[config.mk]
export PLATFORM = sky130hd
export DESIGN_NAME = sar_adc_serial_readout
export DESIGN_NICKNAME = d
export VERILOG_FILES = /design/src/logic/adc_readout_pkg.sv /design/src/logic/sar_adc_serial_readout.sv /design/src/logic/sample_fifo.sv /design/src/logic/sar_decider.sv
export SDC_FILE = /design/constraint.sdc
export NUM_CORES = 1
export LEC_CHECK = 0
export BUFFER_PORTS_ARGS = -buffer_cell sky130_fd_sc_hd__buf_2
export CAP_MARGIN = 30
export CORE_MARGIN = 8
export CORE_UTILIZATION = 35
export CTS_CLUSTER_SIZE = 8
export DETAILED_ROUTE_END_ITERATION = 12
export GPL_TIMING_DRIVEN = 0
export MAX_ROUTING_LAYER = met4
export SLEW_MARGIN = 15
export SYNTH_ARGS = -nofsm -noshare
export SYNTH_HDL_FRONTEND = slang
export SYNTH_SLANG_ARGS = --single-unit
export TNS_END_PERCENT = 1
[constraint.sdc]
create_clock -name clk -period 4.12 [get_ports clk]
set_input_delay 0.618 -clock clk [delete_from_list [all_inputs] [get_ports clk]]
set_output_delay 0.618 -clock clk [all_outputs]
set_load 0.005 [all_outputs]
[src/logic/adc_readout_pkg.sv]
// Shared constants, state encoding and carrier types for the serial converter readout
package adc_readout_pkg;

  // ==========================================================
  // Result format
  localparam int          RESULT_BITS = 16;
  localparam logic [15:0] CODE_ZERO   = 16'h0000;
  localparam logic [15:0] CODE_MID    = 16'h8000;
  localparam logic [15:0] CODE_FULL   = 16'hFFFF;
  localparam logic [3:0]  BIT_MSB     = 4'hF;
  localparam logic [3:0]  BIT_LSB     = 4'h0;
  localparam logic [3:0]  BIT_REPEAT0 = 4'h1;

  // ==========================================================
  // Frame sequencing, in falling serial clock edges
  localparam logic [2:0]  SAMPLE_EDGES = 3'h5;
  localparam logic [2:0]  EDGE_CNT_RST = 3'h0;

  // ==========================================================
  // Sample buffer
  localparam int FIFO_WIDTH = 16;
  localparam int FIFO_DEPTH = 32;

  // ==========================================================
  // Timing
  localparam int          CLK_PERIOD_NS     = 5;
  localparam int          MIN_FRAME_NS      = 10000;
  localparam int          MIN_FRAME_CYCLES  = (MIN_FRAME_NS + CLK_PERIOD_NS - 1) / CLK_PERIOD_NS;
  localparam logic [11:0] FRAME_CNT_LIMIT   = 12'(MIN_FRAME_CYCLES);
  localparam logic [11:0] FRAME_CNT_RST     = 12'h000;

  // ==========================================================
  // Types
  typedef enum logic [2:0] {
    PH_IDLE      = 3'b000,
    PH_SAMPLE    = 3'b001,
    PH_NULL_BIT  = 3'b010,
    PH_MSB_FIRST = 3'b011,
    PH_LSB_FIRST = 3'b100,
    PH_DONE      = 3'b101
  } phase_t;

  typedef struct packed {
    logic analog_on;
    logic digital_on;
  } power_t;

  localparam power_t POWER_OFF = '{analog_on: 1'b0, digital_on: 1'b0};

endpackage

[src/logic/sar_adc_serial_readout.sv]
// Frame sequencer and serial result readout of a 16-bit sampling converter
`timescale 1ns/10ps
`default_nettype none

// Function
// Result is unsigned straight binary; larger input gives a larger code.
// Zero input gives 0000, half reference 8000, full scale minus one LSB FFFF.
// Power down after conversion completes and whenever select is high.
// Conversion done with select low: analog off, digital still follows clock.
// Select high shuts digital logic down; serial clock then has no effect.
// Host gives at least 22 serial clocks per frame for a full result.
// Select still low after conversion: result repeats LSB first.
// Each bit appears as decided, so raising select ends conversion early.
// Host should convert at fastest clock and idle with select high.
// One decision per serial clock, output updated in that same cycle.
// Host starts conversions no faster than 100 kHz.
// Select falling starts a frame; bits shift on falling serial clock.
// Five clocks sampling, then low null bit, then 16 bits MSB first.
// After MSB repeated, output goes high impedance, further clocks ignored.
// New conversion only after select goes high then low again.
// Output off while select high; each select fall restarts at sampling.
module sar_adc_serial_readout (
  input  wire logic                   clk,
  input  wire logic                   reset,
  input  wire logic                   select_n,
  input  wire logic                   serial_clock,
  output logic                        serial_out,
  output logic                        serial_out_oe,
  input  wire logic                   sample_valid,
  output logic                        sample_ready,
  input  wire logic [15:0]            sample_code,
  output adc_readout_pkg::power_t     power,
  output logic                        rate_fault
);

  // ==========================================================
  // Input edge detection
  logic select_n_q;
  logic sclk_q;
  logic select_fall;
  logic sclk_fall;

  always_ff @(posedge clk) begin
    if (reset) begin
      select_n_q <= 1'b1;
      sclk_q     <= 1'b0;
    end else begin
      select_n_q <= select_n;
      sclk_q     <= serial_clock;
    end
  end

  always_comb begin
    select_fall = select_n_q && !select_n;
    sclk_fall   = sclk_q && !serial_clock;
  end

  // ==========================================================
  // Sample buffer
  logic        buf_valid;
  logic        buf_pop;
  logic [15:0] buf_code;

  sample_fifo #(
    .WIDTH (adc_readout_pkg::FIFO_WIDTH),
    .DEPTH (adc_readout_pkg::FIFO_DEPTH)
  ) u_fifo (
    .clk       (clk),
    .reset     (reset),
    .in_valid  (sample_valid),
    .in_ready  (sample_ready),
    .in_data   (sample_code),
    .out_valid (buf_valid),
    .out_ready (buf_pop),
    .out_data  (buf_code)
  );

  // ==========================================================
  // Held analog level, refreshed from the buffer at end of a sampling phase when a sample is waiting
  logic [15:0] level_q, level_d;

  // ==========================================================
  // Bit decisions
  logic        sar_load;
  logic        sar_step;
  logic        sar_bit;
  logic [15:0] sar_result;
  logic [3:0]  bit_idx_q, bit_idx_d;

  sar_decider u_sar (
    .clk          (clk),
    .reset        (reset),
    .load         (sar_load),
    .held_code    (buf_valid ? buf_code : level_q),
    .step         (sar_step),
    .bit_idx      (bit_idx_q),
    .bit_decision (sar_bit),
    .result       (sar_result)
  );

  // ==========================================================
  // Frame sequencer
  adc_readout_pkg::phase_t phase_q, phase_d;
  logic [2:0]              edge_cnt_q, edge_cnt_d;
  logic                    sdo_q, sdo_d;
  logic                    oe_q, oe_d;
  adc_readout_pkg::power_t power_q, power_d;

  always_comb begin
    phase_d    = phase_q;
    edge_cnt_d = edge_cnt_q;
    bit_idx_d  = bit_idx_q;
    sdo_d      = sdo_q;
    oe_d       = oe_q;
    power_d    = power_q;
    level_d    = level_q;
    sar_load   = 1'b0;
    sar_step   = 1'b0;
    buf_pop    = 1'b0;
    if (select_n) begin
      phase_d = adc_readout_pkg::PH_IDLE;
      oe_d    = 1'b0;
      sdo_d   = 1'b0;
      power_d = adc_readout_pkg::POWER_OFF;
    end else begin
      unique case (phase_q)
        adc_readout_pkg::PH_IDLE: begin
          if (select_fall) begin
            phase_d    = adc_readout_pkg::PH_SAMPLE;
            edge_cnt_d = adc_readout_pkg::EDGE_CNT_RST;
            power_d    = '{analog_on: 1'b1, digital_on: 1'b1};
          end
        end
        adc_readout_pkg::PH_SAMPLE: begin
          if (sclk_fall) begin
            edge_cnt_d = 3'(edge_cnt_q + 1'b1);
            if (edge_cnt_d == adc_readout_pkg::SAMPLE_EDGES) begin
              phase_d   = adc_readout_pkg::PH_NULL_BIT;
              oe_d      = 1'b1;
              sdo_d     = 1'b0;
              sar_load  = 1'b1;
              buf_pop   = buf_valid;
              level_d   = buf_valid ? buf_code : level_q;
              bit_idx_d = adc_readout_pkg::BIT_MSB;
            end
          end
        end
        adc_readout_pkg::PH_NULL_BIT, adc_readout_pkg::PH_MSB_FIRST: begin
          if (sclk_fall) begin
            sar_step = 1'b1;
            sdo_d    = sar_bit;
            phase_d  = adc_readout_pkg::PH_MSB_FIRST;
            if (phase_q == adc_readout_pkg::PH_NULL_BIT) begin
              bit_idx_d = 4'(bit_idx_q - 1'b1);
            end else if (bit_idx_q == adc_readout_pkg::BIT_LSB) begin
              phase_d          = adc_readout_pkg::PH_LSB_FIRST;
              power_d.analog_on = 1'b0;
              bit_idx_d        = adc_readout_pkg::BIT_REPEAT0;
            end else begin
              bit_idx_d = 4'(bit_idx_q - 1'b1);
            end
          end
        end
        adc_readout_pkg::PH_LSB_FIRST: begin
          if (sclk_fall) begin
            sdo_d = sar_result[bit_idx_q];
            if (bit_idx_q == adc_readout_pkg::BIT_MSB) begin
              phase_d = adc_readout_pkg::PH_DONE;
            end else begin
              bit_idx_d = 4'(bit_idx_q + 1'b1);
            end
          end
        end
        adc_readout_pkg::PH_DONE: begin
          if (sclk_fall) begin
            oe_d  = 1'b0;
            sdo_d = 1'b0;
          end
        end
        default: begin
          phase_d = adc_readout_pkg::PH_IDLE;
          oe_d    = 1'b0;
        end
      endcase
    end
  end

  // NULL_BIT step decides bit 15 while index still points at it
  always_ff @(posedge clk) begin
    if (reset) begin
      phase_q    <= adc_readout_pkg::PH_IDLE;
      edge_cnt_q <= adc_readout_pkg::EDGE_CNT_RST;
      bit_idx_q  <= adc_readout_pkg::BIT_MSB;
      sdo_q      <= 1'b0;
      oe_q       <= 1'b0;
      power_q    <= adc_readout_pkg::POWER_OFF;
      level_q    <= adc_readout_pkg::CODE_ZERO;
    end else begin
      phase_q    <= phase_d;
      edge_cnt_q <= edge_cnt_d;
      bit_idx_q  <= bit_idx_d;
      sdo_q      <= sdo_d;
      oe_q       <= oe_d;
      power_q    <= power_d;
      level_q    <= level_d;
    end
  end

  // ==========================================================
  // Throughput watch: frame started too soon after the last one
  logic [11:0] frame_cnt_q, frame_cnt_d;
  logic        fault_q, fault_d;
  logic        started_q, started_d;

  always_comb begin
    frame_cnt_d = frame_cnt_q;
    fault_d     = fault_q;
    started_d   = started_q;
    if (frame_cnt_q != adc_readout_pkg::FRAME_CNT_LIMIT) begin
      frame_cnt_d = 12'(frame_cnt_q + 1'b1);
    end
    if (select_fall) begin
      frame_cnt_d = adc_readout_pkg::FRAME_CNT_RST;
      started_d   = 1'b1;
      fault_d     = started_q
                    && (frame_cnt_q < adc_readout_pkg::FRAME_CNT_LIMIT);
    end
  end

  always_ff @(posedge clk) begin
    if (reset) begin
      frame_cnt_q <= adc_readout_pkg::FRAME_CNT_RST;
      fault_q     <= 1'b0;
      started_q   <= 1'b0;
    end else begin
      frame_cnt_q <= frame_cnt_d;
      fault_q     <= fault_d;
      started_q   <= started_d;
    end
  end

  assign serial_out    = sdo_q;
  assign serial_out_oe = oe_q;
  assign power         = power_q;
  assign rate_fault    = fault_q;

endmodule

`default_nettype wire

[src/logic/sample_fifo.sv]
// Parameterised synchronous FIFO with valid/ready on both sides
`timescale 1ns/10ps
`default_nettype none

module sample_fifo #(
  parameter int WIDTH = 16,
  parameter int DEPTH = 32
) (
  input  wire logic             clk,
  input  wire logic             reset,
  input  wire logic             in_valid,
  output logic                  in_ready,
  input  wire logic [WIDTH-1:0] in_data,
  output logic                  out_valid,
  input  wire logic             out_ready,
  output logic      [WIDTH-1:0] out_data
);

  localparam int AW = $clog2(DEPTH);

  logic [WIDTH-1:0] mem [DEPTH];
  logic [AW-1:0]    wr_q, wr_d, rd_q, rd_d;
  logic [AW:0]      cnt_q, cnt_d;
  logic             ready_q, ready_d;
  logic             push, pop;

  // ==========================================================
  // Pointer and count update
  always_comb begin
    push    = in_valid && ready_q;
    pop     = out_ready && (cnt_q != '0);
    wr_d    = push ? AW'(wr_q + 1'b1) : wr_q;
    rd_d    = pop ? AW'(rd_q + 1'b1) : rd_q;
    cnt_d   = cnt_q;
    if (push && !pop) begin
      cnt_d = (AW+1)'(cnt_q + 1'b1);
    end else if (pop && !push) begin
      cnt_d = (AW+1)'(cnt_q - 1'b1);
    end
    ready_d = cnt_d != (AW+1)'(DEPTH);
  end

  always_ff @(posedge clk) begin
    if (reset) begin
      wr_q    <= '0;
      rd_q    <= '0;
      cnt_q   <= '0;
      ready_q <= 1'b0;
    end else begin
      wr_q    <= wr_d;
      rd_q    <= rd_d;
      cnt_q   <= cnt_d;
      ready_q <= ready_d;
    end
  end

  always_ff @(posedge clk) begin
    if (push) begin
      mem[wr_q] <= in_data;
    end
  end

  assign in_ready  = ready_q;
  assign out_valid = cnt_q != '0;
  assign out_data  = mem[rd_q];

endmodule

`default_nettype wire

[src/logic/sar_decider.sv]
// Successive-approximation bit decider against a held sample code
`timescale 1ns/10ps
`default_nettype none

module sar_decider (
  input  wire logic        clk,
  input  wire logic        reset,
  input  wire logic        load,
  input  wire logic [15:0] held_code,
  input  wire logic        step,
  input  wire logic [3:0]  bit_idx,
  output logic             bit_decision,
  output logic      [15:0] result
);

  logic [15:0] held_q, held_d;
  logic [15:0] res_q, res_d;
  logic [15:0] trial;

  // ==========================================================
  // One trial per step; larger input gives larger code
  always_comb begin
    trial        = res_q | (16'h0001 << bit_idx);
    bit_decision = held_q >= trial;
    held_d       = held_q;
    res_d        = res_q;
    if (load) begin
      held_d = held_code;
      res_d  = adc_readout_pkg::CODE_ZERO;
    end else if (step && bit_decision) begin
      res_d = trial;
    end
  end

  always_ff @(posedge clk) begin
    if (reset) begin
      held_q <= adc_readout_pkg::CODE_ZERO;
      res_q  <= adc_readout_pkg::CODE_ZERO;
    end else begin
      held_q <= held_d;
      res_q  <= res_d;
    end
  end

  assign result = res_q;

endmodule

`default_nettype wire

==> results.cfg, run 1 <==
[synth]
synth_cell_types = 60
syn_nets = 1378
yosysSeqAreaShare_pct = 71.1
syn_area_per_cell_um2 = 18.5
synth_ff_type = edfxtp_1
syn_inst = 1322
async_flop_share_pct = 0
synth_edf_count = 512
ys_ff_latch = 612
synth_area_um2 = 24500
yosys_warnings = 0

[sta]
rsz0062_at_grt = false
max_freq_mhz = 266
setup_ws_ps = 358
finalClockSkew_ps = 19.6
post-route-period-util_pct = 91.3
tightest_slew_ps = 991
finalSetupViolCount = 0
min_period_ps = 3760
fin_tns_setup_ps = 0
maxSlewHeadroom_pct = 34.0
finalMaxSlewViolations = 0
hold_violations = 0

[drt]
vias = 12800
routed_wl_um = 57300
route.detailed.drc = 0
avgViaCountPerCell = 5.31
postRouteAntennaNets = 0
drt-wirelength-per-cell_um = 23.8
dr.pass1.iters = 8
drt_iter0_drc = 1205

[global_route]
grt-ovfl-total = 0
grt_antenna_before_repair = 3
grt_pass1_vias = 13200
grt_pass1_wl_um = 85800
grt_max_degree = 33
grt_usage_pct = 15.1

[pwr]
ir_drop_uv = 298
p_sw_share_pct = 19.8
pwr_density_cell_nw_per_um2 = 471
p_leak_uw = 0.00908
switchingPower_uw = 2650
clock_power_share_pct = 47.5
pwr-share-comb_pct = 2.0
p_int_uw = 10700
p_seq_share_pct = 50.5

[finish]
layout.cells.non_filler = 2404
final_cell_mix = edfxtp_1, mux4_2, dfxtp_1, clkbuf_16, nor2_1
final_common_cell = edfxtp_1
fin_util_pct = 40.9
area_delta_synth_final_pct = 16.2
layout-drive-gt1-share_pct = 24.1
nets = 1497

[die]
pin_count = 27
dieArea_um2 = 78600
core_um2 = 69500
rows = 97
dieWidth_um = 280
die_h_um = 280
start_util_pct = 35.2

[critical_path]
critPathKind = reg2reg
crit_arrival_ps = 4250
cp-start-kind = register
crit_required_ps = 4610
endpoint_kind = register
cp_max_fo = 10

[place]
place_ws_ps = 381
dpl.hpwl_um = 35000
gp_congestion = 0.827
dp.cells = 2292
portBuffers = 26

[clock_tree]
clk_pin_slew_ps = 50
cts_root_buf = clkbuf_16
cts_setup_buffers = 0
ctsLongestPathBuffers = 3
cts_buffers = 87
hold_buffers = 0
worstSkewPairLatency_ps = 610
cts_resized = 0
htreeDepth = 3
clock_sinks = 612
cts_tree = yes

[min_path]
min_path_type = in2reg

[job]
drv_cap = 0

[run_status]
status = finished, final reports clean
sequential cells by signal, summed over array words and instances (netlist names), 2 cells and up, named ones only:
register	count
u_fifo.mem	512
u_sar.held_q	16
power	2
bit_idx_q	4
level_q	16
frame_cnt_q	12
edge_cnt_q	3
u_sar.result	16
u_fifo.cnt_q	6
u_fifo.rd_q	5
phase_q	3
u_fifo.wr_q	5
per-layer routing:
layer	global-route usage [%]	share of wire [%]	vias to the layer above
met5	-	0	-
met1	20.3	45	6747
met4	4.45	2.2	0
met3	2.74	6.1	78
met2	23.3	47	403
li1	-	-	5547
cells by family (layout without fill, tap and decap cells):
| logic type | count (synthesis) | in the layout | synth area share (%) |
|---|---|---|---|
| AO/OA/AOI/OAI | 150 | 150 | 3.95 |
| flip-flops | 612 | 612 | 71.1 |
| adder cells (fa/ha/maj) | 35 | 35 | 1.79 |
| XOR/XNOR | 23 | 23 | 0.824 |
| other | 0 | 1 | 0 |
| buffers and inverters | 84 | 225 | 1.78 |
| AND/OR/NAND/NOR | 239 | 239 | 4.60 |
| multiplexers | 179 | 179 | 16.0 |
through the flow:
| stage | cell area [um^2] | hold WS (ps) | total power (uW) |
|---|---|---|---|
| after global placement | 25800 | 435 | 7130 |
| after floorplan | 24500 | 424 | 7000 |
| final | 28400 | 264 | 13400 |
| after CTS | 28400 | 228 | 13500 |
| after global routing | 28400 | 253 | 13800 |
| after detailed placement | 26000 | 437 | 7140 |
Yosys cell counts (all sizes together) (5+ instances only):
| master | count | area, um^2 |
|---|---|---|
| nor2 | 118 | 443 |
| clkbuf | 33 | 124 |
| xnor2 | 11 | 96.3 |
| nand4 | 10 | 62.6 |
| a21o | 15 | 113 |
| edfxtp | 512 | 15400 |
| a211oi | 9 | 67.6 |
| mux4 | 165 | 3770 |
| a31oi | 5 | 31.3 |
| nor3 | 11 | 70.1 |
| buf | 30 | 225 |
| ha | 35 | 438 |
| a211o | 8 | 70.1 |
| nand2 | 35 | 131 |
| o21a | 17 | 128 |
| nand3 | 16 | 80.1 |
| o21ai | 25 | 125 |
| inv | 20 | 75.1 |
| dfxtp | 100 | 2000 |
| and3 | 13 | 81.3 |
| a21oi | 52 | 260 |
| mux2i | 12 | 120 |
| nor2b | 13 | 81.3 |
| xor2 | 12 | 105 |
worst paths after layout:
kind,slack (ps),start,end,cells past startpoint
min,260,serial_clock,sclk_q,2
max reg2reg,360,bit_idx_q[0],u_sar.result[4],14
max,360,bit_idx_q[0],u_sar.result[4],14
min reg2reg,440,level_q[10],level_q[10],2
cell type report:
type | instances | area, um^2
clock buffer | 104 | 2300
fill | 6079 | 41100
multi-input combinational | 626 | 6860
inverter | 20 | 75.1
antenna | 1 | 2.50
tap | 940 | 1180
clock inverter | 7 | 77.6
sequential | 612 | 17400
timing repair buffer | 30 | 190
buffer | 64 | 359
worst max-delay path: stages (launching register included):
cell,delay (ps)
dfxtp_1,370
clkbuf_1,410
inv_1,200
ha_1,340
nand2_1,160
nand2b_1,80
ha_1,280
nand2b_1,140
a21oi_1,190
o21ai_0,100
a221o_1,320
a21oi_1,340
nor3_2,180
clkbuf_1,270
o21a_1,240
power by group through the flow:
stage	sequential [uW]	clock, uW	combinational (uW)
6_report	6750	6360	274
5_1_grt	6750	6720	305
4_1_cts	6750	6470	275
3_5_place_dp	6870	0	273
3_3_place_gp	6870	0	257
2_1_floorplan	6870	0	132
Note: power is estimated with default switching activity, not from simulation.
==> run 2: changes to the inputs <==
Settings changed: REMOVE_ABC_BUFFERS set to 1.
==> results.cfg, run 2 (same netlist as run 1, synthesis figures left out) <==
[critical_path]
cp-start-kind = register
cp_max_fo = 36
path_cells = buf_12 -> buf_16 -> buf_16 -> mux4_2 -> mux4_2 -> mux2i_1 -> a21oi_1 -> a21oi_1 -> nor2_1
reg2reg_depth = 9
critPathKind = reg2reg
r2r_end = u_sar.held_q[15]
regToRegSetupSlack_ps = 730
max_stage_delay_ps = 590
crit_required_ps = 4620
crit_end = u_sar.held_q[15]
endpoint_kind = register
critical_path.slowest_cell = dfxtp_4
crit_arrival_ps = 3890

[finish]
fin_util_pct = 40.9
final_cell_mix = edfxtp_1, mux4_2, dfxtp_1, clkbuf_16, nor2_1
layout-drive-gt1-share_pct = 24.0
area_delta_synth_final_pct = 16.5
final_common_cell = edfxtp_1
largest-register = u_fifo.mem
largest_reg_flops = 512
nets = 1450

[global_route]
grt_pass1_wl_um = 81200
grt_pass1_vias = 12700
grt_antenna_before_repair = 5
grt_usage_pct = 14.1
grt-ovfl-total = 0
grt_max_degree = 50

[drt]
drt-wirelength-per-cell_um = 22.6
routed_wl_um = 53600
route.detailed.drc = 0
postRouteAntennaNets = 0
drt-met1-wl_um = 23300
top_layer = met4
dr.pass1.iters = 5
avgViaCountPerCell = 5.23
routed-wl-met2_um = 25900
wl_met3_um = 3260
vias = 12400
drt_iter0_drc = 1055

[clock_tree]
clk_pin_slew_ps = 50
cts_tree = yes
cts_root_buf = clkbuf_16
hold_buffers = 0
cts_resized = 0
clock_sinks = 612
cts_setup_buffers = 0
ctsLongestPathBuffers = 3
cts_buffers = 86
htreeDepth = 3
worstSkewPairLatency_ps = 630

[pwr]
p_leak_uw = 0.00903
pwr_density_cell_nw_per_um2 = 472
ir_drop_uv = 285

[sta]
setup_ws_ps = 730
tightest_slew_ps = 849
hold_violations = 0
post-route-period-util_pct = 82.3
maxSlewHeadroom_pct = 42.9
finalClockSkew_ps = 35.9
finalSetupViolCount = 0
rsz0062_at_grt = false
holdWs_ps = 267
fin_tns_setup_ps = 0
min_period_ps = 3390
finalMaxSlewViolations = 0
max_freq_mhz = 295

[place]
portBuffers = 26
dpl.hpwl_um = 31700
place_ws_ps = 641
gp_congestion = 0.767

[run_status]
status = finished, final reports clean

[die]
start_util_pct = 35.2
die_h_um = 280
pin_count = 27
dieArea_um2 = 78600
core_um2 = 69500
dieWidth_um = 280
rows = 97

[min_path]
min_path_type = in2reg

[job]
drv_cap = 0
## run 2: final cells by class
cell class / instances / area, um^2
antenna: 3 / 7.51
clock buffer: 119 / 2330
clock inverter: 5 / 126
fill: 6118 / 41100
inverter: 20 / 75.1
multi-input combinational: 626 / 6840
sequential: 612 / 17400
tap: 940 / 1180
timing repair buffer: 48 / 533
## run 2: worst min path at each step
stage,slack (ps),from,cells after the start,end
3_5_place_dp,440,level_q[10],2,level_q[10]
4_1_cts,220,serial_clock,2,sclk_q
6_report,270,serial_clock,2,sclk_q
5_1_grt,260,serial_clock,2,sclk_q
2_1_floorplan,420,level_q[10],2,level_q[10]
3_3_place_gp,430,level_q[2],1,level_q[2]
## run 2: through the flow
stage	power, uW	instances	cell area [um^2]
after floorplan	6990	1258	24100
after global placement	7120	2224	25400
after detailed placement	7130	2243	26000
after CTS	13600	2367	28400
after global routing	13900	2373	28500
final	13400	2373	28500
## run 2: power breakdown
group	switching, uW	internal [uW]
clock network	2520	3890
registers	20.9	6740
logic	190	72.4
## run 2: worst max-delay path: cells and delay by family (launching register included)
family,cells,cell delay [ps]
multiplexers,3,1470
AND/OR/NAND/NOR,1,60
buffers and inverters,3,820
AO/OA/AOI/OAI,2,280
flip-flops,1,590
## run 2: layer usage
| layer | vias to the layer above | GRT usage (%) |
|---|---|---|
| li1 | 5470 | - |
| met1 | 6504 | 18.5 |
| met2 | 342 | 22.0 |
| met3 | 92 | 3.33 |
| met4 | 0 | 3.96 |
| met5 | - | - |
